==> src/design/ldsc_pkg.sv <==
// Shared constants and types for the LED driver shutdown control ends
package ldsc_pkg;
  // ----------------------------------------------------------------
  // Device register map
  // ----------------------------------------------------------------
  localparam logic [7:0] DEV_CTRL_OFS = 8'h00;
  localparam logic [7:0] DEV_SINK_LO_OFS = 8'h01;
  localparam logic [7:0] DEV_SINK_HI_OFS = 8'h02;
  localparam logic [7:0] DEV_DGHOST_OFS = 8'h60;
  localparam logic [7:0] DEV_RESET_OFS = 8'h7F;
  localparam logic [7:0] DEV_RESET_KEY = 8'hAE;
  localparam int SOFT_SHUTDOWN_BIT = 0;
  localparam int DG_ROW_LSB = 4;
  localparam int DG_SINK_LSB = 0;
  localparam logic [7:0] CTRL_RST = 8'h00;
  localparam logic [7:0] SINK_LO_RST = 8'h00;
  localparam logic [3:0] SINK_HI_RST = 4'h0;
  localparam logic [7:0] DGHOST_RST = 8'h00;
  localparam logic [7:0] DGHOST_OFF = 8'h00;
  // Typical de-ghost codes: row pull-down and sink pull-up
  localparam logic [7:0] DG_RECOMMENDED = 8'h55;
  localparam logic [1:0] ROW_LAST = 2'h2;
  localparam logic [1:0] ROW_RST = 2'h0;
  // ----------------------------------------------------------------
  // Host controller APB map
  // ----------------------------------------------------------------
  localparam logic [11:0] HOST_CMD_OFS = 12'h000;
  localparam logic [11:0] HOST_STAT_OFS = 12'h004;
  localparam logic [11:0] HOST_PIN_OFS = 12'h008;
  localparam logic [11:0] HOST_DGREC_OFS = 12'h00C;
  localparam int CMD_WDATA_LSB = 0;
  localparam int CMD_ADDR_LSB = 8;
  localparam int CMD_WRITE_BIT = 16;
  localparam int STAT_BUSY_BIT = 0;
  localparam int STAT_PIN_BIT = 1;
  localparam int STAT_REINIT_BIT = 2;
  localparam int STAT_REFUSED_BIT = 3;
  localparam int STAT_RDATA_LSB = 8;
  localparam int PIN_RELEASE_BIT = 0;
  localparam int PIN_CLR_REINIT_BIT = 1;
  localparam int PIN_CLR_REFUSED_BIT = 2;
  // ----------------------------------------------------------------
  // Timing
  // ----------------------------------------------------------------
  localparam int CLK_PERIOD_NS = 10;
  localparam int PIN_SETTLE_NS = 100;
  localparam int PIN_SETTLE_CYC = (PIN_SETTLE_NS + CLK_PERIOD_NS - 1) / CLK_PERIOD_NS;
  localparam logic [7:0] SETTLE_LAST = 8'(PIN_SETTLE_CYC - 1);
  // ----------------------------------------------------------------
  // State types
  // ----------------------------------------------------------------
  typedef enum logic [1:0] {SER_IDLE, SER_ACCESS, SER_RELEASE} ldsc_ser_e;
  typedef enum logic [1:0] {HST_IDLE, HST_XFER, HST_GUARD} ldsc_hst_e;
endpackage

==> src/design/ldsc_if.sv <==
// Link between host controller and LED driver device
`timescale 1ns/100ps
`default_nettype none
interface ldsc_if;
  logic hardware_shutdown_pin_n;
  logic req;
  logic we;
  logic [7:0] addr;
  logic [7:0] wdata;
  logic [7:0] rdata;
  logic ack;
  modport device (input hardware_shutdown_pin_n, req, we, addr, wdata, output rdata, ack);
  modport host (output hardware_shutdown_pin_n, req, we, addr, wdata, input rdata, ack);
endinterface
`default_nettype wire

==> src/design/ldsc_device.sv <==
// LED driver device end: shutdown states, serial reset and register file
// Operation
// - Selectable row pull-down and sink pull-up levels
// - Host programs typical de-ghost levels; host only reports DG_RECOMMENDED at HOST_DGREC_OFS
// - Host disables de-ghost during hardware shutdown
// - Pin rising edge resets serial logic only
// - Host makes no transfer at pin rise
// - Registers unchanged in either shutdown
// - Soft shutdown bit zero turns sinks off
// - Register access allowed in soft shutdown
// - Pin low disables all analog circuitry
// - Pin high resumes normal operation
// - Register access allowed in hardware shutdown
// - Host rewrites registers after supply dip; host only flags reinit and holds the pin low until cleared
// - Reset key restores all register defaults
`timescale 1ns/100ps
`default_nettype none
module ldsc_device
  import ldsc_pkg::*;
(
  input wire logic pclk, // Clock
  input wire logic presetn, // Async reset, active low
  ldsc_if.device link, // Pin and serial port
  output logic [2:0] row_source_outputs, // Row source enables
  output logic [11:0] current_sink_outputs, // Current sink enables
  output logic [3:0] row_pulldown_level, // Row pull-down code
  output logic [3:0] sink_pullup_level, // Sink pull-up code
  output logic analog_enable // Analog circuitry on
);
  // ----------------------------------------------------------------
  // Pin synchroniser and edge
  // ----------------------------------------------------------------
  logic pin_meta_q;
  logic pin_sync_q;
  logic pin_prev_q;
  wire pin_rise = pin_sync_q & ~pin_prev_q;

  always_ff @(posedge pclk or negedge presetn)
  begin
    if (!presetn)
    begin
      pin_meta_q <= 1'b0;
      pin_sync_q <= 1'b0;
      pin_prev_q <= 1'b0;
    end
    else
    begin
      pin_meta_q <= link.hardware_shutdown_pin_n;
      pin_sync_q <= pin_meta_q;
      pin_prev_q <= pin_sync_q;
    end
  end

  // ----------------------------------------------------------------
  // Serial access engine
  // ----------------------------------------------------------------
  ldsc_ser_e ser_q;
  ldsc_ser_e ser_d;
  logic [7:0] rdata_q;
  logic [7:0] ctrl_q;
  logic [7:0] sink_lo_q;
  logic [3:0] sink_hi_q;
  logic [7:0] dghost_q;
  logic [1:0] row_q;

  // Access works in any power state, no gating by shutdown
  wire access = (ser_q == SER_ACCESS);
  // Transfer cut by a pin rise leaves registers alone
  wire wr = access & ~pin_rise & link.we;
  wire wr_ctrl = wr & (link.addr == DEV_CTRL_OFS);
  wire wr_sink_lo = wr & (link.addr == DEV_SINK_LO_OFS);
  wire wr_sink_hi = wr & (link.addr == DEV_SINK_HI_OFS);
  wire wr_dghost = wr & (link.addr == DEV_DGHOST_OFS);
  wire wr_reset = wr & (link.addr == DEV_RESET_OFS) & (link.wdata == DEV_RESET_KEY);
  wire [7:0] rd_mux = (link.addr == DEV_CTRL_OFS) ? ctrl_q :
                      (link.addr == DEV_SINK_LO_OFS) ? sink_lo_q :
                      (link.addr == DEV_SINK_HI_OFS) ? {4'h0, sink_hi_q} :
                      (link.addr == DEV_DGHOST_OFS) ? dghost_q : 8'h00;

  always_comb
  begin
    ser_d = ser_q;
    unique case (ser_q)
      SER_IDLE: if (link.req) ser_d = SER_ACCESS;
      SER_ACCESS: ser_d = SER_RELEASE;
      SER_RELEASE: if (!link.req) ser_d = SER_IDLE;
    endcase
    if (pin_rise)
      ser_d = SER_IDLE;
  end

  assign link.ack = access & ~pin_rise;
  assign link.rdata = rdata_q;

  always_ff @(posedge pclk or negedge presetn)
  begin
    if (!presetn)
      ser_q <= SER_IDLE;
    else
      ser_q <= ser_d;
  end

  // Read data captured as the request is taken
  wire take = (ser_q == SER_IDLE) & link.req;
  wire [7:0] rdata_d = take ? rd_mux : rdata_q;

  always_ff @(posedge pclk or negedge presetn)
  begin
    if (!presetn)
      rdata_q <= 8'h00;
    else
      rdata_q <= rdata_d;
  end

  // ----------------------------------------------------------------
  // Register file, untouched by shutdown or pin edges
  // ----------------------------------------------------------------
  // Only writes change contents, never a power state
  wire [7:0] ctrl_d = wr_reset ? CTRL_RST : wr_ctrl ? link.wdata : ctrl_q;
  wire [7:0] sink_lo_d = wr_reset ? SINK_LO_RST : wr_sink_lo ? link.wdata : sink_lo_q;
  wire [3:0] sink_hi_d = wr_reset ? SINK_HI_RST : wr_sink_hi ? link.wdata[3:0] : sink_hi_q;
  wire [7:0] dghost_d = wr_reset ? DGHOST_RST : wr_dghost ? link.wdata : dghost_q;

  always_ff @(posedge pclk or negedge presetn)
  begin
    if (!presetn)
      ctrl_q <= CTRL_RST;
    else
      ctrl_q <= ctrl_d;
  end

  always_ff @(posedge pclk or negedge presetn)
  begin
    if (!presetn)
      sink_lo_q <= SINK_LO_RST;
    else
      sink_lo_q <= sink_lo_d;
  end

  always_ff @(posedge pclk or negedge presetn)
  begin
    if (!presetn)
      sink_hi_q <= SINK_HI_RST;
    else
      sink_hi_q <= sink_hi_d;
  end

  always_ff @(posedge pclk or negedge presetn)
  begin
    if (!presetn)
      dghost_q <= DGHOST_RST;
    else
      dghost_q <= dghost_d;
  end

  // ----------------------------------------------------------------
  // Power states and outputs
  // ----------------------------------------------------------------
  wire soft_on = ctrl_q[SOFT_SHUTDOWN_BIT];
  wire analog_on = pin_sync_q;
  wire running = soft_on & analog_on;

  // Row scan advances only while running
  wire [1:0] row_d = (!running || row_q == ROW_LAST) ? ROW_RST : row_q + 2'h1;
  wire [2:0] rows_d = running ? (3'h1 << row_q) : 3'h0;
  wire [11:0] sinks_d = running ? {sink_hi_q, sink_lo_q} : 12'h000;
  wire [3:0] pulldown_d = analog_on ? dghost_q[DG_ROW_LSB +: 4] : 4'h0;
  wire [3:0] pullup_d = analog_on ? dghost_q[DG_SINK_LSB +: 4] : 4'h0;

  always_ff @(posedge pclk or negedge presetn)
  begin
    if (!presetn)
    begin
      row_q <= ROW_RST;
      row_source_outputs <= 3'h0;
    end
    else
    begin
      row_q <= row_d;
      row_source_outputs <= rows_d;
    end
  end

  always_ff @(posedge pclk or negedge presetn)
  begin
    if (!presetn)
      current_sink_outputs <= 12'h000;
    else
      current_sink_outputs <= sinks_d;
  end

  always_ff @(posedge pclk or negedge presetn)
  begin
    if (!presetn)
    begin
      row_pulldown_level <= 4'h0;
      sink_pullup_level <= 4'h0;
    end
    else
    begin
      row_pulldown_level <= pulldown_d;
      sink_pullup_level <= pullup_d;
    end
  end

  always_ff @(posedge pclk or negedge presetn)
  begin
    if (!presetn)
      analog_enable <= 1'b0;
    else
      analog_enable <= analog_on;
  end
endmodule
`default_nettype wire

==> src/flat_wrapper.sv <==
// flat-port wrapper written by rule: the top's interface ports become plain ports
module ldsc_device_flat import ldsc_pkg::*;
  (pclk, presetn, row_source_outputs, current_sink_outputs, row_pulldown_level, sink_pullup_level, analog_enable, link_hardware_shutdown_pin_n, link_req, link_we, link_addr, link_wdata, link_rdata, link_ack);
  ldsc_if link_i ();
  input wire logic pclk;
  input wire logic presetn;
  output logic [2:0] row_source_outputs;
  output logic [11:0] current_sink_outputs;
  output logic [3:0] row_pulldown_level;
  output logic [3:0] sink_pullup_level;
  output logic analog_enable;
  input wire logic [$bits(link_i.hardware_shutdown_pin_n)-1:0] link_hardware_shutdown_pin_n;
  input wire logic [$bits(link_i.req)-1:0] link_req;
  input wire logic [$bits(link_i.we)-1:0] link_we;
  input wire logic [$bits(link_i.addr)-1:0] link_addr;
  input wire logic [$bits(link_i.wdata)-1:0] link_wdata;
  output wire logic [$bits(link_i.rdata)-1:0] link_rdata;
  output wire logic [$bits(link_i.ack)-1:0] link_ack;
  assign link_i.hardware_shutdown_pin_n = link_hardware_shutdown_pin_n;
  assign link_i.req = link_req;
  assign link_i.we = link_we;
  assign link_i.addr = link_addr;
  assign link_i.wdata = link_wdata;
  assign link_rdata = link_i.rdata;
  assign link_ack = link_i.ack;
  ldsc_device u_core (.pclk(pclk), .presetn(presetn), .link(link_i), .row_source_outputs(row_source_outputs), .current_sink_outputs(current_sink_outputs), .row_pulldown_level(row_pulldown_level), .sink_pullup_level(sink_pullup_level), .analog_enable(analog_enable));
endmodule
==> config.mk <==
export PLATFORM = sky130hd
export DESIGN_NAME = ldsc_device_flat
export DESIGN_NICKNAME = d
export VERILOG_FILES = /design/src/design/ldsc_pkg.sv /design/src/design/ldsc_if.sv /design/src/design/ldsc_device.sv /design/src/flat_wrapper.sv
export SDC_FILE = /design/constraint.sdc
export NUM_CORES = 1
export LEC_CHECK = 0
export BUFFER_PORTS_ARGS = -buffer_cell sky130_fd_sc_hd__buf_2
export CORE_MARGIN = 1.5
export CORE_UTILIZATION = 55
export CTS_CLUSTER_DIAMETER = 50
export DETAILED_ROUTE_END_ITERATION = 8
export GPL_TIMING_DRIVEN = 0
export PLACE_DENSITY = 0.79
export SLEW_MARGIN = 20
export SYNTH_ARGS = -nofsm -noshare
export SYNTH_HDL_FRONTEND = slang
export SYNTH_SLANG_ARGS = --single-unit
==> constraint.sdc <==
create_clock -name pclk -period 2.5 [get_ports pclk]
set_clock_uncertainty 0.1 [all_clocks]
set_input_delay 0.5 -clock pclk [delete_from_list [all_inputs] [get_ports pclk]]
set_output_delay 0.5 -clock pclk [all_outputs]
set_load 0.02 [all_outputs]
# Word level (Yosys, flattened, before mapping)
# Index checks and enable logic that the tools add are counted.
# classes
add_sub_neg	1
bitwise	13
n_shift	1
n_eq_ne	10
muxes	21
n_reduce_logical	9
# ops
cell	n
8-bit 2-to-1 mux	10
8-bit by 7-bit == test with 1-bit output, second input constant	2
4-bit 2-to-1 mux	4
12-bit 2-to-1 mux	1
1-bit bitwise AND	11
8-bit by 1-bit == test with 1-bit output, second input constant	1
8-bit by 2-bit == test with 1-bit output, second input constant	1
8-bit == test, second input constant	1
8-bit zero test	1
2-bit 2-to-1 mux	4
2-bit nonzero test	4
3-bit by 2-bit != test with 1-bit output, second input constant	2
2-bit case mux with 3 select lines	1
2-bit == test, second input constant	2
3-bit 2-to-1 mux	1
1-bit by 2-bit left shift with 3-bit output, first input constant	1
2-bit by 1-bit adder with 2-bit output, second input constant	1
2-bit by 1-bit == test with 1-bit output, second input constant	1
2-bit zero test	1
1-bit NOT	2
2-bit AND reduction	1
1-bit zero test	1
1-bit logical OR	1
# totals
register_bits	66
inputBits	21
elab_cells	69
out_inout_bits	33

# Depth between registers and ports, before layout
# depth
depth_word	8
ltp_mapped	7
depth_no_buf	6

# Worst setup path before layout
# Ideal clock, no wire load.
# synth_timing
kind	reg2reg
from	reg, netlist name u_core.analog_enable
to	reg u_core.dghost_q[4]
path_buffers	2
arrival_time_ns	1.558
slack_ns	0.709
path_stages_with_launch	7
setup_time_ns	0.132
required_ns	2.268
period_less_slack_ns	1.791
cell_sequence	dfrtp_1 nand2b_1 and2_1 and4_1 buf_2 buf_2 o22ai_1
# synth_rtl
item	line	text
end signal, assigned	ldsc_device.sv:153	dghost_q <= dghost_d;
end, declared	ldsc_device.sv:63	logic [7:0] dghost_q;

# Worst setup path after layout
# layout_timing
from	reg u_core.ser_q[1]
to	reg u_core.sink_lo_q[1]
# layout_between
elab_chain_len	6
word_cells_on_any_way	8
cone_classes	eq/ne: 1; mux: 1; bitwise: 5; reduce/logical: 1
# layout_rtl
item	line	text
start, declared	ldsc_device.sv:57	ldsc_ser_e ser_q;
start signal, assigned	ldsc_device.sv:100	ser_q <= ser_d;
2-bit by 1-bit == test with 1-bit output *	ldsc_device.sv:67	wire access = (ser_q == SER_ACCESS);
1-bit bitwise AND * (2 in a row)	ldsc_device.sv:69	wire wr = access & ~pin_rise & link.we;
1-bit bitwise AND (2 in a row)	ldsc_device.sv:74	wire wr_reset = wr & (link.addr == DEV_RESET_OFS) & (link.wdata == DEV_RESET_KEY);
8-bit 2-to-1 mux or 2-bit nonzero test (tied branches)	-	
end signal, assigned	ldsc_device.sv:137	sink_lo_q <= sink_lo_d;
end, declared	ldsc_device.sv:61	logic [7:0] sink_lo_q;
# Mark *: on every way between the ends. The rest lies on a longest branch, timed or not.
# A chain may end at the register's enable or synchronous reset.

==> impl_metrics.yaml <==
run_status:
  status: "completed"
layout:
  fin_util_pct: 67.4
  final_nets: 363
  diodes: 0
  layout_commonest_cell: "dfrtp_1"
  drive_above_1_share_pct: 22.2
  final_cell_mix: "dfrtp_1, buf_2, nand2_1, nor2_1, a21oi_1"
  syn_to_final_growth_pct: 19.1
grt:
  grt_usage_pct: 26.6
  grt-ovfl-total: 0
  met3_usage_pct: 4.95
  antenna_found_initial: 0
  grt_pass1_wl_mm: 10.9
  grt-busiest-layer: "met2"
  grt_use_met1_pct: 35.9
  grt_pass1_vias: 2280
  grt_start_max_net_pins: 67
  grt_use_met2_pct: 41.1
logic_synthesis:
  syn_inst: 271
  ys_ff_latch: 66
  yosysUniqueCellTypes: 39
  yosysWarningCount: 0
  synth-seq-area-share_pct: 57.5
  synth_nets: 299
  synth_ff_type: "dfrtp_1"
  synth_edf_count: 0
  syn_avg_cell_area_um2: 10.6
  syn_area_um2: 2870
  ys_async_sr_fraction_pct: 100
sta:
  final_max_slew_viol_count: 0
  rsz0062_at_grt: "no"
  fin_ws_ns: 0.340
  hold_violations: 0
  min_period_ns: 2.16
  clock.fmax_mhz: 463
  setup_viol: 0
  fin_crit_sh_pct: 86.4
  slew_headroom_pct: 47.3
  timing.setup.tns_ns: 0
  worstMarginPinSlew_ns: 0.790
detailed_routing:
  drc_errors: 0
  via_per_inst: 5.60
  wirelength_mm: 6.63
  routedWlPerCell_um: 16.3
  drt_iter0_markers: 211
  drt-pass1-iter-count: 4
  antenna_left: 0
  num_vias: 2283
critical_path:
  path_cells: "inv_1 > ha_1 > and2_0 > nand4_1 > clkbuf_1 > mux2i_1 > nor2_1"
  worst_ep_required_time_ns: 2.62
  critPathSlowestCell: "clkbuf_1"
  critPathMaxFanout: 10
  worstSetupStartpointType: "flip-flop"
  cpPeakStageDelay_ns: 0.52
  cp_num_buf_inv: 2
  cp_num_cells: 7
  reg2reg_depth: 7
  criticalPathCategory: "flip-flop to flip-flop"
  arrival_ns: 2.28
  cp_top_family: "buffers and inverters"
  crit_path_end_kind: "flip-flop"
floorplan:
  core_region_area_um2: 5070
  dieArea_um2: 5660
  start_util_pct: 56.6
  rows: 26
  io_pins: 54
  die_x_um: 75.3
  die_height_um: 75.3
power:
  vdd_drop_max_v: 0.000485
  power.density_nw_per_um2: 705
  total_leakage_power_nw: 1.80
  totalPowerFinal_mw: 2.41
flow_run:
  cap_violations: 0
clock_network:
  cts.repair.resized: 0
  clockBufferDepth: 2
  cts_setup_buffers: 0
  cts_tree: "built"
  insertion_delay_ns: 0.34
  cts_buffers: 9
  hold_buffers: 0
  cts.htree.levels: 3
  cts.clk_slew.worst_paths_ns: 0.06
  clkSinkCount: 66
  cts_root_buf: "clkbuf_8"
placement:
  io_buffers: 53
  dpl.hpwl_mm: 4.53
  pre_cts_ws_ns: 0.336
  gp_congestion: 0.885
worst_hold_path:
  min_path_type: "input pin to asynchronous set/reset pin"
==> synthesized netlist by cell type, types with 2 or more instances <==
cell | instances | area (µm²)
nor3_1 | 5 | 25.0
a21boi_1 | 3 | 22.5
a32oi_1 | 2 | 17.5
inv_1 | 11 | 41.3
and3_1 | 11 | 68.8
mux2i_1 | 11 | 110
ha_1 | 7 | 87.6
nor2_1 | 24 | 90.1
o41ai_1 | 4 | 35.0
a211oi_1 | 3 | 22.5
nand3_1 | 5 | 25.0
nand4_1 | 3 | 18.8
or2b_1 | 2 | 15.0
and4_1 | 2 | 17.5
a2111oi_0 | 2 | 17.5
nand2_1 | 29 | 109
clkbuf_1 | 7 | 26.3
nand4b_1 | 4 | 35.0
a21oi_1 | 13 | 65.1
buf_2 | 6 | 30.0
o21ai_1 | 3 | 15.0
o22ai_1 | 9 | 56.3
dfrtp_1 | 66 | 1650
and2_1 | 12 | 75.1
nor4_2 | 2 | 25.0
nand3b_1 | 4 | 30.0
o21ai_0 | 9 | 45.0
==> cell families (layout without fill, tap and decap cells) <==
kind of cell / Yosys count / after routing / synth area share, %
fa+ha+maj: 7 / 7 / 3.05
flops: 66 / 66 / 57.5
buf+inv: 24 / 91 / 3.40
compound gates: 50 / 50 / 10.9
simple gates: 113 / 113 / 21.3
mux: 11 / 11 / 3.83
==> registers in the layout (all words and copies together) (netlist names), 2 cells and up <==
signal                       cells
u_core.dghost_q                  8
u_core.ctrl_q                    8
u_core.row_source_outputs        3
u_core.row_pulldown_level        4
u_core.ser_q                     2
u_core.sink_hi_q                 4
u_core.link.rdata                8
u_core.sink_lo_q                 8
u_core.row_q                     2
u_core.sink_pullup_level         4
u_core.current_sink_outputs     12
==> cell type report <==
| type | instances | area [µm²] |
|---|---|---|
| Timing Repair Buffer | 53 | 268 |
| Multi-Input combinational cell | 181 | 1120 |
| Fill cell | 403 | 1660 |
| Inverter | 11 | 41.3 |
| Sequential cell | 66 | 1650 |
| Buffer | 13 | 56.3 |
| Tap cell | 70 | 87.6 |
| Clock buffer | 12 | 155 |
| Clock inverter | 2 | 37.5 |
==> worst reg2reg max path: cells and delay by family (launching register included) <==
kind / cells / cell delay, ns
adders and majority gates: 1 / 0.20
buffers and inverters: 2 / 0.61
DFF: 1 / 0.37
muxes: 1 / 0.27
and+or+nand+nor: 3 / 0.49
==> path summary, 6_finish.rpt <==
kind / start / endpoint / slack, ns
worst min-delay path: presetn / u_core.row_pulldown_level[2]$_DFF_PN0_ / 0.14
worst max register to register: u_core.ser_q[1]$_DFFE_PN0P_ / u_core.sink_lo_q[1]$_DFFE_PN0P_ / 0.34
min in group pclk: link_hardware_shutdown_pin_n / u_core.pin_meta_q$_DFF_PN0_ / 0.16
worst max-delay path: u_core.ser_q[1]$_DFFE_PN0P_ / u_core.sink_lo_q[1]$_DFFE_PN0P_ / 0.34
max in group asynchronous: presetn / u_core.sink_lo_q[2]$_DFFE_PN0P_ / 1.63
worst min register to register: u_core.pin_meta_q$_DFF_PN0_ / u_core.analog_on$_DFF_PN0_ / 0.25
==> through the flow <==
stage | cell area [µm²] | hold WS, ns | instances
finish | 3420 | 0.138 | 408
global route | 3420 | 0.159 | 408
CTS | 3420 | 0.160 | 408
detailed placement | 3230 | 0.240 | 394
global placement | 3220 | 0.233 | 394
floorplan | 2870 | 0.104 | 271
==> metal layers <==
layer,part of all wire [%],up-vias
met1,44,1069
met5,0,-
met3,7.4,20
met2,46,112
met4,3.0,0
li1,-,1082
==> where the power goes <==
| part | leakage (nW) | internal [mW] | switching, mW |
|---|---|---|---|
| registers | 0.907 | 1.12 | 0.0401 |
| logic | 0.797 | 0.122 | 0.247 |
| clock network | 0.0946 | 0.504 | 0.375 |
| total | 1.80 | 1.75 | 0.662 |
Note: power is estimated with default switching activity, not from simulation.
